$ cat config.mk
export PLATFORM = sky130hd
export DESIGN_NAME = rop_relay_ctrl
export DESIGN_NICKNAME = d
export VERILOG_FILES = /design/src/rop_pkg.sv /design/src/rop_relay_ctrl.sv
export SDC_FILE = /design/constraint.sdc
export NUM_CORES = 1
export LEC_CHECK = 0
export ABC_CLOCK_PERIOD_IN_PS = 3900
export BUFFER_PORTS_ARGS = -buffer_cell sky130_fd_sc_hd__buf_2
export CORE_ASPECT_RATIO = 0.5
export CORE_UTILIZATION = 35
export DETAILED_ROUTE_END_ITERATION = 10
export PLACE_DENSITY = 0.51
export SLEW_MARGIN = 15
export SYNTH_ARGS = -nofsm -noshare
export SYNTH_HDL_FRONTEND = slang
export SYNTH_SLANG_ARGS = --single-unit
$ cat constraint.sdc
create_clock -name mclk -period 3.9 [get_ports mclk]
set_input_delay 1.17 -clock mclk [delete_from_list [all_inputs] [get_ports mclk]]
set_output_delay 1.17 -clock mclk [all_outputs]
set_load 0.01 [all_outputs]
$ cat src/rop_pkg.sv
// constants, field layout and register map of the relay output pack control
// assumes a 10 MHz mclk and an APB master with 32-bit data

package rop_pkg;
  localparam int CLK_KHZ = 10000; // mclk rate in kHz
  localparam int NCH = 12;
  localparam int NMON = 15;
  localparam int NFUSE = 6;
  localparam int NSOL = 6;
  localparam int NDIAG = 19;
  localparam int ADDR_W = 8;
  localparam int FILT_W = 20;

  // select settle time, then derived cycle count
  localparam int MUX_SETTLE_US = 20;
  localparam int MUX_SETTLE_CYC = (MUX_SETTLE_US * CLK_KHZ + 999) / 1000;
  localparam int CMD_LATENCY_MS = 6; // bound met with two cycles of latency (relayCmd_r, then relayDrive)

  // feedback filter times in ms
  localparam int FILT_MS_TEN = 10;
  localparam int FILT_MS_TWENTY = 20;
  localparam int FILT_MS_FIFTY = 50;
  localparam int FILT_MS_HUNDRED = 100;
  localparam logic [2:0] FSEL_ZERO = 3'h0;
  localparam logic [2:0] FSEL_TEN = 3'h1;
  localparam logic [2:0] FSEL_TWENTY = 3'h2;
  localparam logic [2:0] FSEL_FIFTY = 3'h3;
  localparam logic [2:0] FSEL_HUNDRED = 3'h4;

  // offline policy encoding
  localparam logic [1:0] POL_DEENERGIZE = 2'h0;
  localparam logic [1:0] POL_FREEZE = 2'h1;
  localparam logic [1:0] POL_PRESET = 2'h2;

  // register byte offsets
  localparam logic [7:0] REG_CHAN_EN = 8'h00;
  localparam logic [7:0] REG_OUT_INV = 8'h04;
  localparam logic [7:0] REG_POL_INV = 8'h08;
  localparam logic [7:0] REG_FB_EN = 8'h0c;
  localparam logic [7:0] REG_EVT_FB = 8'h10;
  localparam logic [7:0] REG_EVT_CMD = 8'h14;
  localparam logic [7:0] REG_CFG = 8'h18;
  localparam logic [7:0] REG_PRESET = 8'h1c;
  localparam logic [7:0] REG_LATCH_EN = 8'h20;
  localparam logic [7:0] REG_DIAG_RST = 8'h24;
  localparam logic [7:0] REG_DRV_FB = 8'h28;
  localparam logic [7:0] REG_CONTACT = 8'h2c;
  localparam logic [7:0] REG_DIAG = 8'h30;
  localparam logic [7:0] REG_MISC = 8'h34;
  localparam logic [7:0] REG_CMD = 8'h38;

  // config field positions
  localparam int CFG_POL_LSB = 0;
  localparam int CFG_FILT_LSB = 2;
  localparam int CFG_FUSE_BIT = 5;
  localparam int CFG_VOTE_BIT = 6;
  localparam int CFG_W = 7;

  // diagnostic field positions
  localparam int DG_MIS_LSB = 0;
  localparam int DG_FUSE_LSB = 12;
  localparam int DG_VOTE_BIT = 18;

  // monitor set layout
  localparam int MON_FUSE_LSB = 12;

  // misc status field positions
  localparam int MS_FUSE_LSB = 0;
  localparam int MS_SOL_LSB = 6;
  localparam int MS_LINK_BIT = 12;
  localparam int MS_OEN_BIT = 13;

  // reset values
  localparam logic [11:0] CH_RST = 12'h000;
  localparam logic [CFG_W-1:0] CFG_RST = 7'h00;
  localparam logic [NDIAG-1:0] LATCH_RST = 19'h7ffff;
endpackage : rop_pkg

$ cat src/rop_relay_ctrl.sv
// relay output pack control: command path, monitor mux, diagnostics, events
// assumes all inputs synchronous to mclk; APB slave with one-cycle access
//
// Decided for this implementation: the APB slave port and the register addresses.
`timescale 1ns/1ps

module rop_relay_ctrl import rop_pkg::*; #(
  parameter int FILT10_CYC = FILT_MS_TEN * CLK_KHZ,
  parameter int FILT20_CYC = FILT_MS_TWENTY * CLK_KHZ,
  parameter int FILT50_CYC = FILT_MS_FIFTY * CLK_KHZ,
  parameter int FILT100_CYC = FILT_MS_HUNDRED * CLK_KHZ
) (
  input wire logic mclk,
  input wire logic nrst,
  input wire logic psel,
  input wire logic penable,
  input wire logic pwrite,
  input wire logic [ADDR_W-1:0] paddr,
  input wire logic [31:0] pwdata,
  output logic [31:0] prdata,
  output logic pready,
  output logic pslverr,
  input wire logic primaryNetLinkUp,
  input wire logic primaryNetValid,
  input wire logic [NCH-1:0] primaryNetCmd,
  input wire logic secondaryNetLinkUp,
  input wire logic secondaryNetValid,
  input wire logic [NCH-1:0] secondaryNetCmd,
  input wire logic diagResetRequest,
  input wire logic selfTestDone,
  input wire logic powerGood,
  input wire logic boardFuseSense,
  input wire logic boardFilterCapable,
  input wire logic boardSolenoidSense,
  input wire logic voteDisagree,
  input wire logic [NMON-1:0] monitorN,
  output logic muxSelN,
  output logic outputEnable,
  output logic [NCH-1:0] relayDrive,
  output logic [NCH-1:0] chanLed,
  output logic linkGoodFlag,
  output logic attentionFlag,
  output logic packDiagFlag,
  output logic eventValid,
  output logic [31:0] eventStamp,
  output logic [NCH-1:0] eventFbMask,
  output logic [NCH-1:0] eventFbValue,
  output logic [NCH-1:0] eventCmdMask,
  output logic [NCH-1:0] eventCmdValue
);

  ////////////////////////////////////////////////////////////////////////////
  // register bus

  logic [NCH-1:0] chanEn_r, outInv_r, polInv_r, fbEn_r, evtFbEn_r;
  logic [NCH-1:0] evtCmdEn_r, preset_r;
  logic [CFG_W-1:0] cfg_r;
  logic [NDIAG-1:0] latchEn_r, diag_r, diagCond;
  logic [31:0] rd_nxt;
  logic err_nxt;
  logic apbWr;
  logic [NCH-1:0] relayCmd_r, drvFbRep, contactRep;
  logic [NFUSE-1:0] fuseOk;
  logic [NSOL-1:0] solOk;
  logic linkUp;

  // write takes effect at the edge that samples pready high
  assign apbWr = psel & penable & pready & pwrite & ~pslverr;

  // read data and error are prepared during the setup cycle
  always_comb begin
    rd_nxt = 32'h0000_0000;
    err_nxt = 1'b0;
    unique case (paddr)
      REG_CHAN_EN: rd_nxt[NCH-1:0] = chanEn_r;
      REG_OUT_INV: rd_nxt[NCH-1:0] = outInv_r;
      REG_POL_INV: rd_nxt[NCH-1:0] = polInv_r;
      REG_FB_EN: rd_nxt[NCH-1:0] = fbEn_r;
      REG_EVT_FB: rd_nxt[NCH-1:0] = evtFbEn_r;
      REG_EVT_CMD: rd_nxt[NCH-1:0] = evtCmdEn_r;
      REG_CFG: rd_nxt[CFG_W-1:0] = cfg_r;
      REG_PRESET: rd_nxt[NCH-1:0] = preset_r;
      REG_LATCH_EN: rd_nxt[NDIAG-1:0] = latchEn_r;
      REG_DIAG_RST: rd_nxt = 32'h0000_0000;
      REG_DRV_FB: rd_nxt[NCH-1:0] = drvFbRep;
      REG_CONTACT: rd_nxt[NCH-1:0] = contactRep;
      REG_DIAG: rd_nxt[NDIAG-1:0] = diag_r;
      REG_MISC: begin
        rd_nxt[MS_FUSE_LSB +: NFUSE] = fuseOk;
        rd_nxt[MS_SOL_LSB +: NSOL] = solOk;
        rd_nxt[MS_LINK_BIT] = linkUp;
        rd_nxt[MS_OEN_BIT] = outputEnable;
      end
      REG_CMD: rd_nxt[NCH-1:0] = relayCmd_r;
      default: err_nxt = 1'b1; // unmapped address
    endcase
  end

  // one wait-free access phase: pready rises the cycle after setup
  always_ff @(posedge mclk or negedge nrst) begin
    if (!nrst) begin
      pready <= 1'b0;
      pslverr <= 1'b0;
      prdata <= 32'h0000_0000;
    end else if (psel && !penable) begin
      pready <= 1'b1;
      pslverr <= err_nxt;
      prdata <= pwrite ? 32'h0000_0000 : rd_nxt;
    end else begin
      pready <= 1'b0;
      pslverr <= 1'b0;
    end
  end

  // configuration registers
  always_ff @(posedge mclk or negedge nrst) begin
    if (!nrst) begin
      chanEn_r <= CH_RST;
      outInv_r <= CH_RST;
      polInv_r <= CH_RST;
      fbEn_r <= CH_RST;
      evtFbEn_r <= CH_RST;
      evtCmdEn_r <= CH_RST;
      preset_r <= CH_RST;
      cfg_r <= CFG_RST;
      latchEn_r <= LATCH_RST;
    end else if (apbWr) begin
      unique case (paddr)
        REG_CHAN_EN: chanEn_r <= pwdata[NCH-1:0];
        REG_OUT_INV: outInv_r <= pwdata[NCH-1:0];
        REG_POL_INV: polInv_r <= pwdata[NCH-1:0];
        REG_FB_EN: fbEn_r <= pwdata[NCH-1:0];
        REG_EVT_FB: evtFbEn_r <= pwdata[NCH-1:0];
        REG_EVT_CMD: evtCmdEn_r <= pwdata[NCH-1:0];
        REG_CFG: cfg_r <= pwdata[CFG_W-1:0];
        REG_PRESET: preset_r <= pwdata[NCH-1:0];
        REG_LATCH_EN: latchEn_r <= pwdata[NDIAG-1:0];
        default: ; // read-only and request registers
      endcase
    end
  end

  ////////////////////////////////////////////////////////////////////////////
  // command path

  logic [1:0] policy;
  logic [NCH-1:0] effCmd, drive_nxt;

  assign policy = cfg_r[CFG_POL_LSB +: 2];
  assign linkUp = primaryNetLinkUp | secondaryNetLinkUp;

  // either port carries commands; primary wins a same-cycle tie
  always_ff @(posedge mclk or negedge nrst) begin
    if (!nrst) begin
      relayCmd_r <= CH_RST;
    end else if (primaryNetValid && primaryNetLinkUp) begin
      relayCmd_r <= primaryNetCmd;
    end else if (secondaryNetValid && secondaryNetLinkUp) begin
      relayCmd_r <= secondaryNetCmd;
    end
  end

  // offline policy picks the command; unknown codes act as de-energize
  always_comb begin
    effCmd = relayCmd_r;
    drive_nxt = CH_RST;
    if (!linkUp && policy == POL_PRESET) begin
      effCmd = preset_r;
    end
    if (linkUp || policy == POL_FREEZE || policy == POL_PRESET) begin
      drive_nxt = chanEn_r & (effCmd ^ outInv_r);
    end
  end

  // enable line is the only gate needed to keep relays dropped out
  always_ff @(posedge mclk or negedge nrst) begin
    if (!nrst) begin
      outputEnable <= 1'b0;
      relayDrive <= CH_RST;
    end else begin
      outputEnable <= selfTestDone & powerGood;
      relayDrive <= outputEnable ? drive_nxt : CH_RST;
    end
  end

  ////////////////////////////////////////////////////////////////////////////
  // monitor multiplexing

  logic [15:0] settleCnt_r;
  logic [NMON-1:0] setA_r, setB_r, mon;
  logic latchA;

  assign mon = ~monitorN;
  assign latchA = settleCnt_r == 16'(MUX_SETTLE_CYC - 1) && muxSelN;

  // hold each select state until the board settles, then flip it
  always_ff @(posedge mclk or negedge nrst) begin
    if (!nrst) begin
      settleCnt_r <= 16'h0000;
      muxSelN <= 1'b1;
      setA_r <= '0;
      setB_r <= '0;
    end else if (settleCnt_r == 16'(MUX_SETTLE_CYC - 1)) begin
      settleCnt_r <= 16'h0000;
      muxSelN <= ~muxSelN;
      if (muxSelN) begin
        setA_r <= mon;
      end else begin
        setB_r <= mon;
      end
    end else begin
      settleCnt_r <= settleCnt_r + 16'h0001;
    end
  end

  // both select states each carry three fuse lines
  assign fuseOk = {setB_r[MON_FUSE_LSB +: 3], setA_r[MON_FUSE_LSB +: 3]};
  assign solOk = boardSolenoidSense ? setB_r[NSOL-1:0] : '0;

  ////////////////////////////////////////////////////////////////////////////
  // feedback filter

  logic [FILT_W-1:0] filtLimit;
  logic [NCH-1:0] fbFilt_r, fbSettled;

  // filter is only offered where the board supports it
  always_comb begin
    filtLimit = '0;
    if (boardFilterCapable) begin
      unique case (cfg_r[CFG_FILT_LSB +: 3])
        FSEL_TEN: filtLimit = FILT_W'(FILT10_CYC);
        FSEL_TWENTY: filtLimit = FILT_W'(FILT20_CYC);
        FSEL_FIFTY: filtLimit = FILT_W'(FILT50_CYC);
        FSEL_HUNDRED: filtLimit = FILT_W'(FILT100_CYC);
        default: filtLimit = '0; // zero and illegal codes
      endcase
    end
  end

  // per channel: a new level must persist for the whole filter time
  for (genvar ch = 0; ch < NCH; ch++) begin : g_filt
    logic [FILT_W-1:0] cnt_r;
    always_ff @(posedge mclk or negedge nrst) begin
      if (!nrst) begin
        cnt_r <= '0;
        fbFilt_r[ch] <= 1'b0;
      end else if (setA_r[ch] == fbFilt_r[ch]) begin
        cnt_r <= '0;
      end else if (cnt_r >= filtLimit) begin
        fbFilt_r[ch] <= setA_r[ch];
        cnt_r <= '0;
      end else begin
        cnt_r <= cnt_r + 1'b1;
      end
    end
    assign fbSettled[ch] = setA_r[ch] == fbFilt_r[ch];
  end

  assign drvFbRep = fbEn_r & (fbFilt_r ^ polInv_r);
  assign contactRep = fbEn_r & (setB_r[NCH-1:0] ^ polInv_r);

  // indicator needs a command and, with feedback in use, a sensed load
  always_ff @(posedge mclk or negedge nrst) begin
    if (!nrst) begin
      chanLed <= CH_RST;
    end else begin
      chanLed <= relayDrive & (setA_r[NCH-1:0] | ~fbEn_r);
    end
  end

  ////////////////////////////////////////////////////////////////////////////
  // diagnostics

  logic [NCH-1:0] drvPrev1_r, drvPrev2_r, stable;
  logic rstReq;

  // drive history sampled with set A so transients are not flagged
  always_ff @(posedge mclk or negedge nrst) begin
    if (!nrst) begin
      drvPrev1_r <= CH_RST;
      drvPrev2_r <= CH_RST;
    end else if (latchA) begin
      drvPrev1_r <= relayDrive;
      drvPrev2_r <= drvPrev1_r;
    end
  end

  assign stable = ~(relayDrive ^ drvPrev1_r) & ~(drvPrev1_r ^ drvPrev2_r);
  assign diagCond[DG_MIS_LSB +: NCH] =
    chanEn_r & fbEn_r & stable & fbSettled & (fbFilt_r ^ relayDrive);
  assign diagCond[DG_FUSE_LSB +: NFUSE] =
    (cfg_r[CFG_FUSE_BIT] && boardFuseSense) ? ~fuseOk : '0;
  assign diagCond[DG_VOTE_BIT] = cfg_r[CFG_VOTE_BIT] & voteDisagree;
  assign rstReq = diagResetRequest | (apbWr && paddr == REG_DIAG_RST);

  // a live condition always wins, so only healthy latches clear
  always_ff @(posedge mclk or negedge nrst) begin
    if (!nrst) begin
      diag_r <= '0;
    end else begin
      diag_r <= diagCond | (diag_r & latchEn_r & ~{NDIAG{rstReq}});
    end
  end

  // pack-level flags for the controller
  always_ff @(posedge mclk or negedge nrst) begin
    if (!nrst) begin
      linkGoodFlag <= 1'b0;
      attentionFlag <= 1'b1;
      packDiagFlag <= 1'b0;
    end else begin
      linkGoodFlag <= linkUp;
      attentionFlag <= ~outputEnable | ~linkUp;
      packDiagFlag <= |diag_r;
    end
  end

  ////////////////////////////////////////////////////////////////////////////
  // event records

  logic [31:0] stamp_r;
  logic [NCH-1:0] fbPrev_r, cmdPrev_r, fbChg, cmdChg;

  // all channels changing in one cycle share one record
  assign fbChg = (drvFbRep ^ fbPrev_r) & evtFbEn_r;
  assign cmdChg = (relayCmd_r ^ cmdPrev_r) & evtCmdEn_r;

  always_ff @(posedge mclk or negedge nrst) begin
    if (!nrst) begin
      stamp_r <= 32'h0000_0000;
      fbPrev_r <= CH_RST;
      cmdPrev_r <= CH_RST;
      eventValid <= 1'b0;
      eventStamp <= 32'h0000_0000;
      eventFbMask <= CH_RST;
      eventFbValue <= CH_RST;
      eventCmdMask <= CH_RST;
      eventCmdValue <= CH_RST;
    end else begin
      stamp_r <= stamp_r + 32'h0000_0001; // wraps after about 7 minutes
      fbPrev_r <= drvFbRep;
      cmdPrev_r <= relayCmd_r;
      eventValid <= |{fbChg, cmdChg};
      eventStamp <= stamp_r;
      eventFbMask <= fbChg;
      eventFbValue <= drvFbRep;
      eventCmdMask <= cmdChg;
      eventCmdValue <= relayCmd_r;
    end
  end

endmodule : rop_relay_ctrl

==> reports/metrics.cfg <==
[outcome]
status=finished, final reports clean

[setup_path]
r2r_start=cfg_r[4]$_DFFE_PN0P_
critPathLaunchType=input port
cp.arrival_ps=3850
slowest_stage=nor4b_1
critPathMaxFanout=7
worst_path_largest_cell_delay_ps=410
path_cells=buf_2 -> nor2b_1 -> nand2_2 -> or2_2 -> and2_1 -> ha_1 -> and4_1 -> nor4b_1 -> o211ai_1 -> nand3_1 -> mux2_2
path_buf_inv=1
required_ps=4420
critical-path-top-delay-family=simple AND/OR/NAND/NOR gates
cp-startpoint=boardFilterCapable
critPathKind=input port to register
crit_path_end_kind=register

[layout]
num-fill-cells=8777
area_delta_synth_final_pct=16.4
multi_input_area_um2=15900
final_nets=3672
seqCellArea_um2=15700
layout-drive-gt1-share_pct=18.5
post-route-util_pct=41.4

[synth]
synth_top_area_share_pct=46.8
ys_ff_latch=626
synthSimpleGateAreaFrac_pct=18.1
synth_top_family_by_area=simple AND/OR/NAND/NOR gates
synth_warnings=0
synthTopCellsByArea=dfrtp_1 47%, ha_1 7.5%, xnor2_1 5.4%
synth.cell_area_um2=32300
seq_area_frac_synth_pct=48.5
synth.avg_cell_area_um2=10.5
synth_area_leader_cell=dfrtp_1
synth_fa_ha_area_share_pct=7.50
synth-edff-count=0
synth.most_common_cell=dfrtp_1
synth-compound-area-share_pct=7.10
synth.area.mux_share_pct=7.30
syn-instance-count=3087
synth_commonest_cells=605 x dfrtp_1, 364 x nor2_1, 276 x nand2_1
ys_types=85
synthArstFlopShare_pct=100
synth_xor_area_share_pct=8.80
ys.flop_type=dfrtp_1

[clock_tree]
cts_sinks=626
h-tree-depth=3
clockBufferDepth=3
path_clk_slew_ps=60
cts_inserted_buffers=66
clockRootBuffer=clkbuf_16
tritoncts=yes
ctsHoldBuffers=0
cts_setup_buffers=0
insertion_delay_ps=640
post_cts_resize_count=0

[global_route]
grt_usage_pct=20.1
grt_pass1_vias=23800
grt_max_degree=81
antenna_found_initial=7
grt_pass1_wl_um=145000
grt-ovfl-total=0

[timing]
relSlewSlack_pct=24.6
slew_viol_final=0
finalHoldViolCount=0
rsz0062_at_grt=no
final.setup.tns_ps=0
worst_pin_slew_ps=1120
holdWs_ps=401
setup_viol=0
period_minus_slack_ps=3340
fin_skew_ps=20.0
fin_crit_sh_pct=85.6
clock.fmax_mhz=300

[floorplanning]
io_pins=239
dieArea_um2=93700
std_cell_rows=78
core_area_um2=91100
initial_core_util_pct=35.5
die_x_um=432
die_y_um=217

[flow_run]
cap_viol_max_count=0

[pwr]
peakVddDrop_uv=278
p_leak_nw=17.0
power_density_nw_per_um2=359

[drt]
routedWlPerCell_um=19.9
routed_wl_um=93100
vias=24100
firstDrtPassIters=5
viasPerCell=5.14
drtIter0Drc=2159
drc_errors=0
drtAntennaViolNets=0

[worst_hold_path]
hold_class=register to register
worstHoldStart=stamp_r[31]$_DFF_PN0_

[placement]
dp_hpwl_um=67700
portBuffers=212
place_congestion=0.931

## stage by stage
stage	area, um2	setup slack (ps)	power (mW)	cells
floorplan	32400	6.39	6.90	3099
global placement	35500	-72.7	7.25	4555
detailed placement	35500	-77.1	7.25	4555
CTS	37700	621	13.7	4675
global route	37700	346	14.0	4677
finish	37700	563	13.5	4679
## power breakdown
| group | internal [mW] | total, mW | switching, mW | leakage [nW] |
|---|---|---|---|---|
| Clock | 3.59 | 6.38 | 2.79 | 1.03 |
| Combinational | 0.159 | 0.524 | 0.365 | 7.61 |
| Sequential | 6.54 | 6.60 | 0.0648 | 8.36 |
## final timing paths
kind / end / slack [ps] / cells past startpoint
worst max-delay path: fbFilt_r[10]$_DFFE_PN0P_ / 560 / 11
worst min-delay path: eventStamp[31]$_DFF_PN0_ / 400 / 0
worst max register to register: fbFilt_r[10]$_DFFE_PN0P_ / 720 / 10
worst min register to register: eventStamp[31]$_DFF_PN0_ / 400 / 0
max in group asynchronous: eventFbMask[0]$_DFF_PN0_ / 2470 / 2
min in group asynchronous: stamp_r[23]$_DFF_PN0_ / 480 / 1
## routing by layer
| layer | wire length (um) | GRT usage, % |
|---|---|---|
| met4 | 1960 | 5.31 |
| met3 | 4760 | 3.58 |
| met5 | 16 | 0 |
| met2 | 41100 | 30.4 |
| met1 | 45300 | 29.4 |
## layout make-up
cell class | count | share of cell area [%]
multi-input combinational | 2274 | 42.1
inverter | 96 | 0.957
clock buffer | 87 | 4.73
tap | 1240 | 4.12
clock inverter | 33 | 0.937
antenna | 4 | 0.0266
sequential | 626 | 41.7
timing repair buffer | 319 | 5.47
## registers in the layout, summed over array words and instances, names as in the netlist, 15 cells and up
register      cells
eventStamp       32
prdata           19
stamp_r          32
diag_r           19
latchEn_r        19
setB_r           15
g_filt.cnt_r    240
settleCnt_r      16
setA_r           15
## layout by cell type (no fill, tap or decap), types with 10 or more instances in the layout
| cell | n |
|---|---|
| nand2_1 | 275 |
| and4_1 | 28 |
| a22oi_1 | 27 |
| and2_1 | 35 |
| xor2_1 | 125 |
| dfrtp_1 | 605 |
| o41ai_1 | 16 |
| xnor2_1 | 200 |
| o22ai_1 | 10 |
| clkbuf_16 | 67 |
| clkinv_2 | 13 |
| nand4_1 | 93 |
| nand4b_1 | 28 |
| conb_1 | 13 |
| inv_1 | 96 |
| nor3_1 | 55 |
| buf_4 | 92 |
| nor2_1 | 364 |
| clkbuf_1 | 17 |
| a21boi_0 | 12 |
| mux2i_1 | 39 |
| mux2_2 | 129 |
| nor2b_1 | 17 |
| o21ai_0 | 110 |
| ha_1 | 194 |
| nor4_1 | 34 |
| a21oi_1 | 86 |
| buf_12 | 15 |
| dfstp_2 | 21 |
| nand3_1 | 145 |
| and3_1 | 45 |
| mux2_4 | 30 |
| buf_2 | 211 |
| a32oi_1 | 10 |
## cell families (layout without fill, tap and decap cells)
| group | count (synthesis) | in the layout |
|---|---|---|
| xor gates and xnor gates | 325 | 325 |
| buffers and inverters | 199 | 535 |
| AOI/OAI and AO/OA | 359 | 359 |
| adders and majority gates | 194 | 194 |
| DFF | 626 | 626 |
| muxes | 201 | 201 |
| and+or+nand+nor | 1182 | 1182 |
| other | 1 | 17 |
(Power assumes the default switching activity.)
